$ cat config.mk
export PLATFORM = sky130hd
export DESIGN_NAME = lmoc_master
export DESIGN_NICKNAME = d
export VERILOG_FILES = /design/src/lmoc_pkg.sv /design/src/lmoc_master.sv
export VERILOG_INCLUDE_DIRS = /design/src
export SDC_FILE = /design/constraint.sdc
export NUM_CORES = 2
export LEC_CHECK = 0
export ABC_AREA = 1
export BUFFER_PORTS_ARGS = -buffer_cell sky130_fd_sc_hd__buf_4
export CORE_MARGIN = 2
export CORE_UTILIZATION = 30
export CTS_BUF_LIST = sky130_fd_sc_hd__clkbuf_4 sky130_fd_sc_hd__clkbuf_8
export CTS_CLUSTER_DIAMETER = 100
export CTS_CLUSTER_SIZE = 28
export DETAILED_ROUTE_END_ITERATION = 16
export GPL_ROUTABILITY_DRIVEN = 0
export HOLD_SLACK_MARGIN = 0.08
export MAX_ROUTING_LAYER = met4
export PLACE_DENSITY_LB_ADDON = 0.25
export SYNTH_ARGS = -nofsm -noshare
export SYNTH_HDL_FRONTEND = slang
export SYNTH_HIERARCHICAL = 1
export SYNTH_MEMORY_MAX_BITS = 65536
export SYNTH_SLANG_ARGS = --single-unit
$ cat constraint.sdc
create_clock -name i_mclk -period 36.9 [get_ports i_mclk]
set_input_delay 9.225 -clock i_mclk [delete_from_list [all_inputs] [get_ports i_mclk]]
set_output_delay 9.225 -clock i_mclk [all_outputs]
set_load 0.02 [all_outputs]
$ cat src/lmoc_defs.svh
`ifndef LMOC_DEFS_SVH
`define LMOC_DEFS_SVH

`define LMOC_CMD_BITS      16
`define LMOC_CMD_RESTART   0
`define LMOC_CMD_RESET     1
`define LMOC_DISC_SHIFT    4
`define LMOC_STAT_ACTIVE   7
`define LMOC_STAT_MISSING  4
`define LMOC_FIFO_DEPTH    8
`define LMOC_NSLAVE        8
`define LMOC_IMAGE_WORDS   128

`endif

$ cat src/lmoc_pkg.sv
package lmoc_pkg;

	typedef enum logic [2:0] {
		LMOC_ST_IDLE = 3'b001,
		LMOC_ST_FORM = 3'b010,
		LMOC_ST_LINK_ACTIVE_INDICATOR = 3'b100
	} lmoc_state_t;

	// per-slave width in 16-bit words, slave 0 in the low nibble
	typedef struct packed {
		logic            mem_word;
		logic            hold_last;
		logic [3:0]      n_slaves;
		logic [15:0]     base_ref;
		logic [7:0][3:0] slave_words;
	} lmoc_cfg_t;

	typedef struct packed {
		logic [2:0]  slave;
		logic [15:0] data;
	} lmoc_txword_t;

endpackage

$ cat src/lmoc_master.sv
`timescale 1ns/1ps
`default_nettype none
`include "lmoc_defs.svh"

module lmoc_fifo #(
	parameter int WIDTH = 19,
	parameter int DEPTH = `LMOC_FIFO_DEPTH
) (
	input  wire logic             i_mclk,
	input  wire logic             i_resetn,
	input  wire logic             i_in_valid,
	output logic                  o_in_ready,
	input  wire logic [WIDTH-1:0] i_in_data,
	output logic                  o_out_valid,
	input  wire logic             i_out_ready,
	output logic      [WIDTH-1:0] o_out_data
);
	localparam int AW = $clog2(DEPTH);
	logic [WIDTH-1:0] mem [DEPTH];
	logic [AW-1:0]    wr_ptr;
	logic [AW-1:0]    rd_ptr;
	logic [AW:0]      count;
	logic             push;
	logic             pop;

	assign o_in_ready  = (count != (AW+1)'(DEPTH));
	assign o_out_valid = (count != '0);
	assign push        = i_in_valid && o_in_ready;
	assign pop         = o_out_valid && i_out_ready;
	assign o_out_data  = mem[rd_ptr];

	always_ff @(posedge i_mclk) begin
		if (push) begin
			mem[wr_ptr] <= i_in_data;
		end
	end

	always_ff @(posedge i_mclk) begin
		if (!i_resetn) begin
			wr_ptr <= '0;
			rd_ptr <= '0;
			count  <= '0;
		end else begin
			if (push) begin
				wr_ptr <= (wr_ptr == AW'(DEPTH-1)) ? '0 : wr_ptr + 1'b1;
			end
			if (pop) begin
				rd_ptr <= (rd_ptr == AW'(DEPTH-1)) ? '0 : rd_ptr + 1'b1;
			end
			count <= count + (AW+1)'(push) - (AW+1)'(pop);
		end
	end
endmodule

// Operation
// RULE1 - the first 16 bits of the output area are the module's own command word.
// RULE2 - slave output regions follow the command word in the same memory type, no gaps.
// RULE3 - each slave's start and length come from slave order and its configured width.
// RULE4 - in word memory the command is one word and slave 0 starts at the next word.
// RULE5 - only command bits 0 and 1 act; the other fourteen are ignored.
// RULE6 - bit 0 restarts the link like the restart button, only while it is not active.
// RULE7 - bit 1 resets the link only while it is active, ignored otherwise.
// RULE8 - a reset stops output transmission and clears the indicator and status bit 7; the fifo still sends up to FIFO_DEPTH words already queued.
// RULE9 - restart and reset are one-shots accepted in opposite states, so never conflict.
// RULE10 - the host holds restart low and pulses it one scan after repair and power-cycling.
// RULE11 - the host holds reset low and pulses it one scan to reset a running link.
// RULE12 - with restart held high, a link forms once slave 0 is ready, up to the first not ready.
// RULE13 - status bit 7 is 1 while the link is active and 0 once it fails.
// RULE14 - without fresh host outputs, data is zeroed or held per configuration and still sent.
// RULE15 - each command bit acts once per 0-to-1 transition, a held bit never retriggers.
module lmoc_master
	import lmoc_pkg::*;
#(
	parameter int NSLAVE      = `LMOC_NSLAVE,
	parameter int IMAGE_WORDS = `LMOC_IMAGE_WORDS,
	parameter int FIFO_DEPTH  = `LMOC_FIFO_DEPTH
) (
	input  wire logic                 i_mclk,
	input  wire logic                 i_resetn,
	input  wire lmoc_pkg::lmoc_cfg_t  i_cfg,
	input  wire logic                 i_host_run,
	input  wire logic                 i_out_wr,
	input  wire logic [15:0]          i_out_ref,
	input  wire logic [15:0]          i_out_data,
	input  wire logic                 i_restart_btn,
	input  wire logic [NSLAVE-1:0]    i_slave_ready,
	input  wire logic                 i_link_fault,
	output logic                      o_tx_valid,
	input  wire logic                 i_tx_ready,
	output lmoc_pkg::lmoc_txword_t    o_tx_word,
	output logic                      o_link_active_indicator,
	output logic [7:0]                o_status
);
	import lmoc_pkg::*;

	localparam int IAW = $clog2(IMAGE_WORDS);

	lmoc_state_t         state;
	logic [15:0]         link_command_word;
	logic [15:0]         image [IMAGE_WORDS];
	logic [15:0]         last_sent [IMAGE_WORDS];
	logic [NSLAVE-1:0]   ready_m;
	logic [NSLAVE-1:0]   ready_s;
	logic [1:0]          btn_m;
	logic [1:0]          fault_m;
	logic                btn_s;
	logic                fault_s;
	logic                btn_q;
	logic [3:0]          n_linked;
	logic [2:0]          scan_slave;
	logic [3:0]          scan_word;
	logic [15:0]         rel;
	logic [15:0]         word_idx;
	logic                ref_ok;
	logic                cmd_wr;
	logic                data_wr;
	logic                restart_req;
	logic                reset_req;
	logic [IAW-1:0]      rd_addr;
	lmoc_txword_t        push_word;
	logic                push_valid;
	logic                push_ready;

	// word index of slave s counted from the command word
	function automatic logic [7:0] slave_start(input lmoc_cfg_t c, input logic [2:0] s);
		logic [7:0] acc;
		acc = 8'h01;
		for (int k = 0; k < 8; k++) begin
			if (3'(k) < s) begin
				acc = acc + {4'h0, c.slave_words[k]};
			end
		end
		return acc;
	endfunction

	function automatic logic [3:0] count_ready(input logic [NSLAVE-1:0] r, input logic [3:0] lim);
		logic [3:0] n;
		logic       run;
		n   = 4'h0;
		run = 1'b1;
		for (int k = 0; k < NSLAVE; k++) begin
			run = run && r[k] && (4'(k) < lim);
			if (run) begin
				n = n + 4'h1;
			end
		end
		return n;
	endfunction

	// pin inputs: first stage read only by the second
	always_ff @(posedge i_mclk) begin
		if (!i_resetn) begin
			ready_m <= '0;
			ready_s <= '0;
			btn_m   <= '0;
			fault_m <= '0;
		end else begin
			ready_m <= i_slave_ready;
			ready_s <= ready_m;
			btn_m   <= {btn_m[0], i_restart_btn};
			fault_m <= {fault_m[0], i_link_fault};
		end
	end
	assign btn_s   = btn_m[1];
	assign fault_s = fault_m[1];

	// discrete refs count bits, word refs count words
	assign rel      = i_out_ref - i_cfg.base_ref;
	assign word_idx = i_cfg.mem_word ? rel : (rel >> `LMOC_DISC_SHIFT); // [RULE2] [RULE4]
	assign ref_ok   = (i_out_ref >= i_cfg.base_ref) &&
		(i_cfg.mem_word || rel[`LMOC_DISC_SHIFT-1:0] == '0);
	// host writes only count while it is running
	assign cmd_wr  = i_out_wr && i_host_run && ref_ok && (word_idx == 16'h0000); // [RULE1]
	assign data_wr = i_out_wr && i_host_run && ref_ok && (word_idx != 16'h0000) &&
		(word_idx <= 16'(IMAGE_WORDS));

	// rising edges only; bits 2..15 feed nothing
	assign restart_req = (cmd_wr && i_out_data[`LMOC_CMD_RESTART] &&
		!link_command_word[`LMOC_CMD_RESTART]) || (btn_s && !btn_q); // [RULE15] [RULE5] [RULE6]
	assign reset_req = cmd_wr && i_out_data[`LMOC_CMD_RESET] &&
		!link_command_word[`LMOC_CMD_RESET]; // [RULE15] [RULE5]

	always_ff @(posedge i_mclk) begin
		if (!i_resetn) begin
			link_command_word <= '0;
			btn_q             <= 1'b0;
		end else begin
			btn_q <= btn_s;
			if (cmd_wr) begin
				link_command_word <= i_out_data;
			end
		end
	end

	always_ff @(posedge i_mclk) begin
		if (data_wr) begin
			image[IAW'(word_idx - 16'h0001)] <= i_out_data; // [RULE2]
		end
	end

	always_ff @(posedge i_mclk) begin
		if (!i_resetn) begin
			state    <= LMOC_ST_IDLE;
			n_linked <= '0;
		end else begin
			case (state)
			LMOC_ST_IDLE: begin
				if (restart_req) begin
					state <= LMOC_ST_FORM; // [RULE6]
				end
			end
			LMOC_ST_FORM: begin
				if (ready_s[0]) begin
					state    <= LMOC_ST_LINK_ACTIVE_INDICATOR;
					n_linked <= count_ready(ready_s, i_cfg.n_slaves); // [RULE12]
				end else if (!link_command_word[`LMOC_CMD_RESTART] && !btn_s) begin
					state <= LMOC_ST_IDLE;
				end
			end
			LMOC_ST_LINK_ACTIVE_INDICATOR: begin
				// restart is not looked at here, so the two never collide
				if (reset_req || fault_s) begin
					state <= LMOC_ST_IDLE; // [RULE7] [RULE9] [RULE13]
				end
			end
			default: state <= LMOC_ST_IDLE;
			endcase
		end
	end

	assign o_link_active_indicator = (state == LMOC_ST_LINK_ACTIVE_INDICATOR); // [RULE8]
	// bit 4: fewer slaves linked than configured while active, bits 3..0: number of slaves linked
	assign o_status = {o_link_active_indicator, 2'b00,
		o_link_active_indicator && (n_linked < i_cfg.n_slaves), n_linked}; // [RULE13]

	// scan walks slaves in order, word by word, only while active
	assign rd_addr    = IAW'(slave_start(i_cfg, scan_slave) + {4'h0, scan_word} - 8'h01); // [RULE3]
	assign push_valid = o_link_active_indicator &&
		(i_cfg.slave_words[scan_slave] != 4'h0); // [RULE8]
	assign push_word.slave = scan_slave;
	assign push_word.data  = i_host_run ? image[rd_addr] :
		(i_cfg.hold_last ? last_sent[rd_addr] : 16'h0000); // [RULE14]

	always_ff @(posedge i_mclk) begin
		if (push_valid && push_ready && i_host_run) begin
			last_sent[rd_addr] <= image[rd_addr];
		end
	end

	always_ff @(posedge i_mclk) begin
		if (!i_resetn || !o_link_active_indicator) begin
			scan_slave <= '0;
			scan_word  <= '0;
		end else if (!push_valid || push_ready) begin
			if (!push_valid || scan_word == i_cfg.slave_words[scan_slave] - 4'h1) begin
				scan_word  <= '0;
				scan_slave <= ({1'b0, scan_slave} + 4'h1 >= n_linked) ? 3'h0 :
					scan_slave + 3'h1; // [RULE3]
			end else begin
				scan_word <= scan_word + 4'h1;
			end
		end
	end

	// back-pressure from the link stalls the scan
	lmoc_fifo #(
		.WIDTH ($bits(lmoc_txword_t)),
		.DEPTH (FIFO_DEPTH)
	) u_fifo (
		.i_mclk      (i_mclk),
		.i_resetn    (i_resetn),
		.i_in_valid  (push_valid),
		.o_in_ready  (push_ready),
		.i_in_data   (push_word),
		.o_out_valid (o_tx_valid),
		.i_out_ready (i_tx_ready),
		.o_out_data  (o_tx_word)
	);
endmodule
`default_nettype wire

### After elaboration in Yosys (flattened, before gate mapping)

Memory sizes are Yosys's and may differ from the RTL's. A register that Yosys moved wholly into a read port is not among the register bits.
Cells that the tools add are included.

| cells by class | value |
|---|---|
| $lt $le $gt $ge | 21 |
| reductions and logical operators | 53 |
| add/sub/neg operators | 27 |
| multiplexer cells | 59 |
| eq/ne operators | 10 |

Operator list:

| cell | count |
|---|---|
| $mux W4 | 30 |
| $add A7 B4 Y7 | 7 |
| $mux W7 | 7 |
| $mux W16 | 3 |
| $add A4 B1 Y4 const B | 8 |
| $logic_and A1 B1 Y1 | 32 |
| $mux W3 | 9 |
| $ge A16 B16 Y1 | 1 |
| $le A16 B8 Y1 const B | 1 |
| $logic_not A16 Y1 | 1 |
| $lt A3 B4 Y1 const A | 4 |
| $reduce_bool A16 Y1 | 1 |
| $sub A16 B16 Y16 | 1 |
| $sub A7 B1 Y7 const B | 2 |
| $bmux W4 S3 | 1 |
| $lt A3 B3 Y1 const A | 4 |
| $add A3 B1 Y3 const B | 3 |
| $eq A3 B3 Y1 const B | 3 |
| $pmux W3 S3 | 1 |
| $lt A1 B4 Y1 const A | 2 |
| $lt A2 B4 Y1 const A | 2 |
| $reduce_bool A4 Y1 | 2 |
| $logic_not A1 Y1 | 7 |
| $mux W1 | 7 |
| other kinds (23) | 31 |

| word-level totals | value |
|---|---|
| memories | 3 |
| register bits | 47 |
| bits in writable memories | 4,248 |

Memory list:

| memory | depth | bits a word | read ports | clocked after memory_dff | write ports | line | RTL |
|---|---|---|---|---|---|---|---|
| image | 128 | 16 | 1 | 0 | 1 | lmoc_master.sv:100 | `logic [15:0] image [IMAGE_WORDS];` |
| last_sent | 128 | 16 | 1 | 0 | 1 | lmoc_master.sv:101 | `logic [15:0] last_sent [IMAGE_WORDS];` |
| u_fifo.mem | 8 | 19 | 1 | 1 | 1 | lmoc_master.sv:19 | `logic [WIDTH-1:0] mem [DEPTH];` |

### Logic depth before layout (Yosys ltp)

| logic depth | value |
|---|---|
| depth after elaboration | 38 |
| mapped depth | 50 |
| mapped depth without buffers | 48 |

### Modules after synthesis

The synthesis kept the hierarchy.

By module, submodules not included:

| module | times used | cells an instance | area each (um^2) |
|---|---|---|---|
| lmoc_master | 1 | 9,511 | 154,024.0 |
| lmoc_fifo | 1 | 751 | 7,342.0 |

### Least setup slack after synthesis

No wires, ideal clock.

| timing path | value |
|---|---|
| path kind | input -> output |
| start point | input i_cfg[49] (netlist bit) |
| end point | output o_status[4] |
| path slack | 16.801 ns |
| data arrival time | 10.874 ns |
| stages on the path | 5 |
| cell sequence | inv_1 ha_1 a21boi_0 o211a_1 a2111oi_0 |

| between the ends | value |
|---|---|
| word-level cells in the longest chain between the ends | 2 |

RTL lines:

| what | line | RTL |
|---|---|---|
| from (decl) | lmoc_master.sv:80 | `input wire lmoc_pkg::lmoc_cfg_t i_cfg,` |
| $lt A4 B4 Y1 | lmoc_master.sv:234 | `o_link_active_indicator && (n_linked < i_cfg.n_slaves), n_linked};` |
| $logic_and A1 B1 Y1 | lmoc_master.sv:234 |  |
| to (decl) | lmoc_master.sv:92 | `output logic [7:0] o_status` |

Every way passes these cells.

==> impl_results.rst <==
.. list-table::
   :header-rows: 1

   * - Metric
     - Value
   * - Status
     - complete, no violations
   * - XOR/XNOR share of the synthesized area
     - 0.217%
   * - Worst voltage drop across the vdd grid
     - 0.0315 mV
   * - Buffers on Ports
     - 127
   * - Static leakage
     - 53.6 nW
   * - Slew margin rel.
     - 5.55%
   * - Row cnt
     - 269
   * - Initial DRC count
     - 12100
   * - Gate Count Post-Synth
     - 10300
   * - Critical Path Source
     - i_cfg[0]
   * - Setup repair after global routing missed its margin
     - false
   * - Max_cap viols
     - 0
   * - Post-layout instance area
     - 176000 sq um
   * - Type of the worst setup path
     - in2reg
   * - Mean post-synth cell area
     - 15.7 sq um
   * - Core footprint
     - 536000 sq um
   * - FF+latch count, synth
     - 4298
   * - Clock tree from TritonCTS
     - built
   * - Peak clock frequency supported by timing
     - 44.5 MHz
   * - RR Startpoint
     - scan_slave[2]
   * - DRC errors left
     - 0
   * - Share of synthesized registers carrying an async set or reset
     - 0%
   * - Transition time of the tightest slew-check pin
     - 1410 ps
   * - Floorplan die height
     - 737 microns
   * - Clk root buf
     - sky130_fd_sc_hd__clkbuf_8
   * - Total Routed Length
     - 527 mm
   * - Initial Util
     - 30.1%
   * - Warnings, synthesis
     - 6
   * - Final hold violation count
     - 0
   * - Post-route clock period utilization
     - 61.0%
   * - Count of clock tree sinks
     - 4298
   * - Worst-path maximum fanout
     - 82
   * - I/O pin count
     - 130
   * - Multiplexer fraction of the synthesized cell area
     - 0.00620%
   * - Detailed-placement wirelength estimate
     - 290 mm
   * - Initial antenna violation count
     - 16
   * - Vias in the first global route
     - 93100
   * - Kind of path behind the tightest hold check
     - reg2reg
   * - Critical Path RT
     - 37830 ps
   * - # resized after CTS
     - 0
   * - Element type at the critical path end
     - flop
   * - Family with the most delay on the worst path
     - adder cells
   * - Sequential cell area fraction in the yosys report
     - 79.7%
   * - Critical Path Max Stage Delay
     - 910 ps
   * - Post-route setup slack
     - 14410 ps
   * - Hold-fix buffers, CTS
     - 0
   * - Filler Cells Inserted
     - 51300
   * - Count of antenna-violating nets left after detailed routing
     - 0
   * - Synthesized-area fraction occupied by and/or/nand/nor cells
     - 7.07%
   * - Setup TNS
     - 0 ps
   * - Adder-cell area share of the yosys netlist
     - 0.732%
   * - Signed area change from the synthesized netlist to the final layout
     - 8.82%
   * - Combined buffer and inverter count along the critical path
     - 12
   * - Number of buffers created by CTS
     - 178
   * - Setup Skew
     - 111 ps
   * - Depth of the CTS H-tree
     - 4
   * - CP Launch Type
     - input port
   * - Share of Yosys cell area claimed by the top area cell type
     - 79.1%
   * - Die Outline Area
     - 544000 sq um
   * - Average via count per standard cell
     - 5.46
   * - Fraction of layout cells with a size suffix above 1
     - 9.30%
   * - Routed WL per cell
     - 30.0 microns
   * - Congestion Overflow GR
     - 0
   * - Commonest non-fill, non-tap cell in the layout
     - sky130_fd_sc_hd__edfxtp_1
   * - Synth top area cells
     - sky130_fd_sc_hd__edfxtp_1 79%, sky130_fd_sc_hd__o22ai_1 3.7%, sky130_fd_sc_hd__nand2_1 3.5%
   * - Max-slew violation count
     - 0
   * - Cell Area, Synth
     - 161000 sq um
   * - Top library cells by usage in the layout, fill and taps aside
     - 4248 x sky130_fd_sc_hd__edfxtp_1, 1487 x sky130_fd_sc_hd__nand2_1, 948 x sky130_fd_sc_hd__o22ai_1
   * - Pin count of the biggest net entering global routing
     - 102
   * - Placement-stage cell area
     - 173000 sq um
   * - Critical-path top delay cell
     - sky130_fd_sc_hd__o21ai_0
   * - Dominant combinational cell family by area after synthesis
     - compound AO/OA/AOI/OAI gates
   * - Worst-Skew Late Latency
     - 1150 ps
   * - Hold path startpoint
     - ready_m[3]
   * - Number of distinct library cell variants in the gate-level netlist after synthesis
     - 56
   * - Min Clock Period, post-route
     - 22490 ps
   * - Vias
     - 96000
   * - Chip Width
     - 737 microns
   * - Compound-cell area share of the yosys netlist
     - 9.96%
   * - Global-route wire length before repair
     - 731 mm
   * - Setup slack at placement
     - 13260 ps
   * - Maximum clock insertion buffer count
     - 4
   * - Nets
     - 10600
   * - Worst hold margin
     - 429 ps
   * - Arrival time of the worst setup path
     - 23420 ps
   * - Endpoints failing setup
     - 0
   * - First drt pass iteration count
     - 7
   * - Post-synth EDFFs
     - 4248
   * - Synth Flop Type
     - sky130_fd_sc_hd__edfxtp_1
   * - Total power after layout
     - 7.49 mW
   * - Dominant cell type by area after synthesis
     - sky130_fd_sc_hd__edfxtp_1
   * - Clock transition at path regs
     - 140 ps
   * - Total track usage
     - 19.2%
   * - Number of buffers inserted to repair setup after CTS
     - 0
   * - Total power density per cell area
     - 42.6 nW/um^2
-- tightest hold or removal path: stages (launching register included) --
cell and delay (ps):
sky130_fd_sc_hd__dfxtp_1 320, sky130_fd_sc_hd__nand2_1 50, sky130_fd_sc_hd__inv_1 30
-- synth_stat cells, drive strengths merged (3+ instances only) --
library cell and count:
a211oi 4, a21boi 4, a21oi 107, a221oi 227, a22o 209, a22oi 316
a31oi 9, buf 135, clkbuf 456, dfxtp 50, edfxtp 4248, fa 9
ha 80, inv 370, nand2 1529, nand3 240, nand3b 9, nand4 358
nor2 392, nor3 17, nor4 7, o211ai 5, o21ai 147, o21bai 3
o221ai 14, o22a 6, o22ai 948, o2bb2ai 6, o41ai 251, or2 53
xnor2 11, xor2 29
-- metal layers --
metal	GRT usage [%]	share of wire (%)	vias up
met2	30.8	47	4300
met1	26.1	43	50800
met4	4.91	2.8	0
met3	2.21	7.1	651
li1	-	-	40300
met5	-	0	-
-- final timing paths --
kind,to,slack (ps),cells after the start
worst min-delay path,ready_s[3],430,2
worst max register to register,u_fifo/mem[1][1],21760,43
worst min register to register,ready_s[3],430,2
worst max-delay path,u_fifo/mem[1][1],14410,42
-- area by class of cell --
class,instances,area (sq um),share of cell area [%]
Tap cell,7181,8980,5.12
Clock inverter,18,215,0.123
Sequential cell,4298,129000,73.2
Multi-Input combinational cell,5002,29700,16.9
Clock buffer,183,2490,1.42
Antenna cell,17,42.5,0.0242
Timing Repair Buffer,525,4140,2.36
Inverter,372,1460,0.829
-- cells by family after synthesis --
| family | after synthesis |
|---|---|
| DFF | 4298 |
| and+or+nand+nor | 2606 |
| AOI/OAI and AO/OA | 2264 |
| buffers and inverters | 963 |
| adders and majority gates | 89 |
| xor gates and xnor gates | 40 |
| other | 1 |
| muxes | 1 |
-- sequential cells by signal (all words and copies together), names as in the netlist, 4 cells and up, named ones only --
signal        count
last_sent      2048
ready_s           8
ready_m           8
image          2048
scan_word         4
u_fifo/mem      152
u_fifo/count      4
n_linked          4
-- where the power goes --
| group | internal (mW) | total, mW | switching [mW] | leakage [nW] |
|---|---|---|---|---|
| logic | 0.0759 | 0.293 | 0.217 | 13.6 |
| clock network | 0.464 | 1.87 | 1.40 | 1.39 |
| registers | 5.32 | 5.33 | 0.00621 | 38.6 |
-- metrics by stage --
stage,cells,util [%]
2_1_floorplan,10300,-
3_3_place_gp,17400,32.2
3_5_place_dp,17400,32.2
4_1_cts,17600,32.7
5_1_grt,17600,32.7
6_report,17600,32.7
Power figures use the tool's default switching activity.
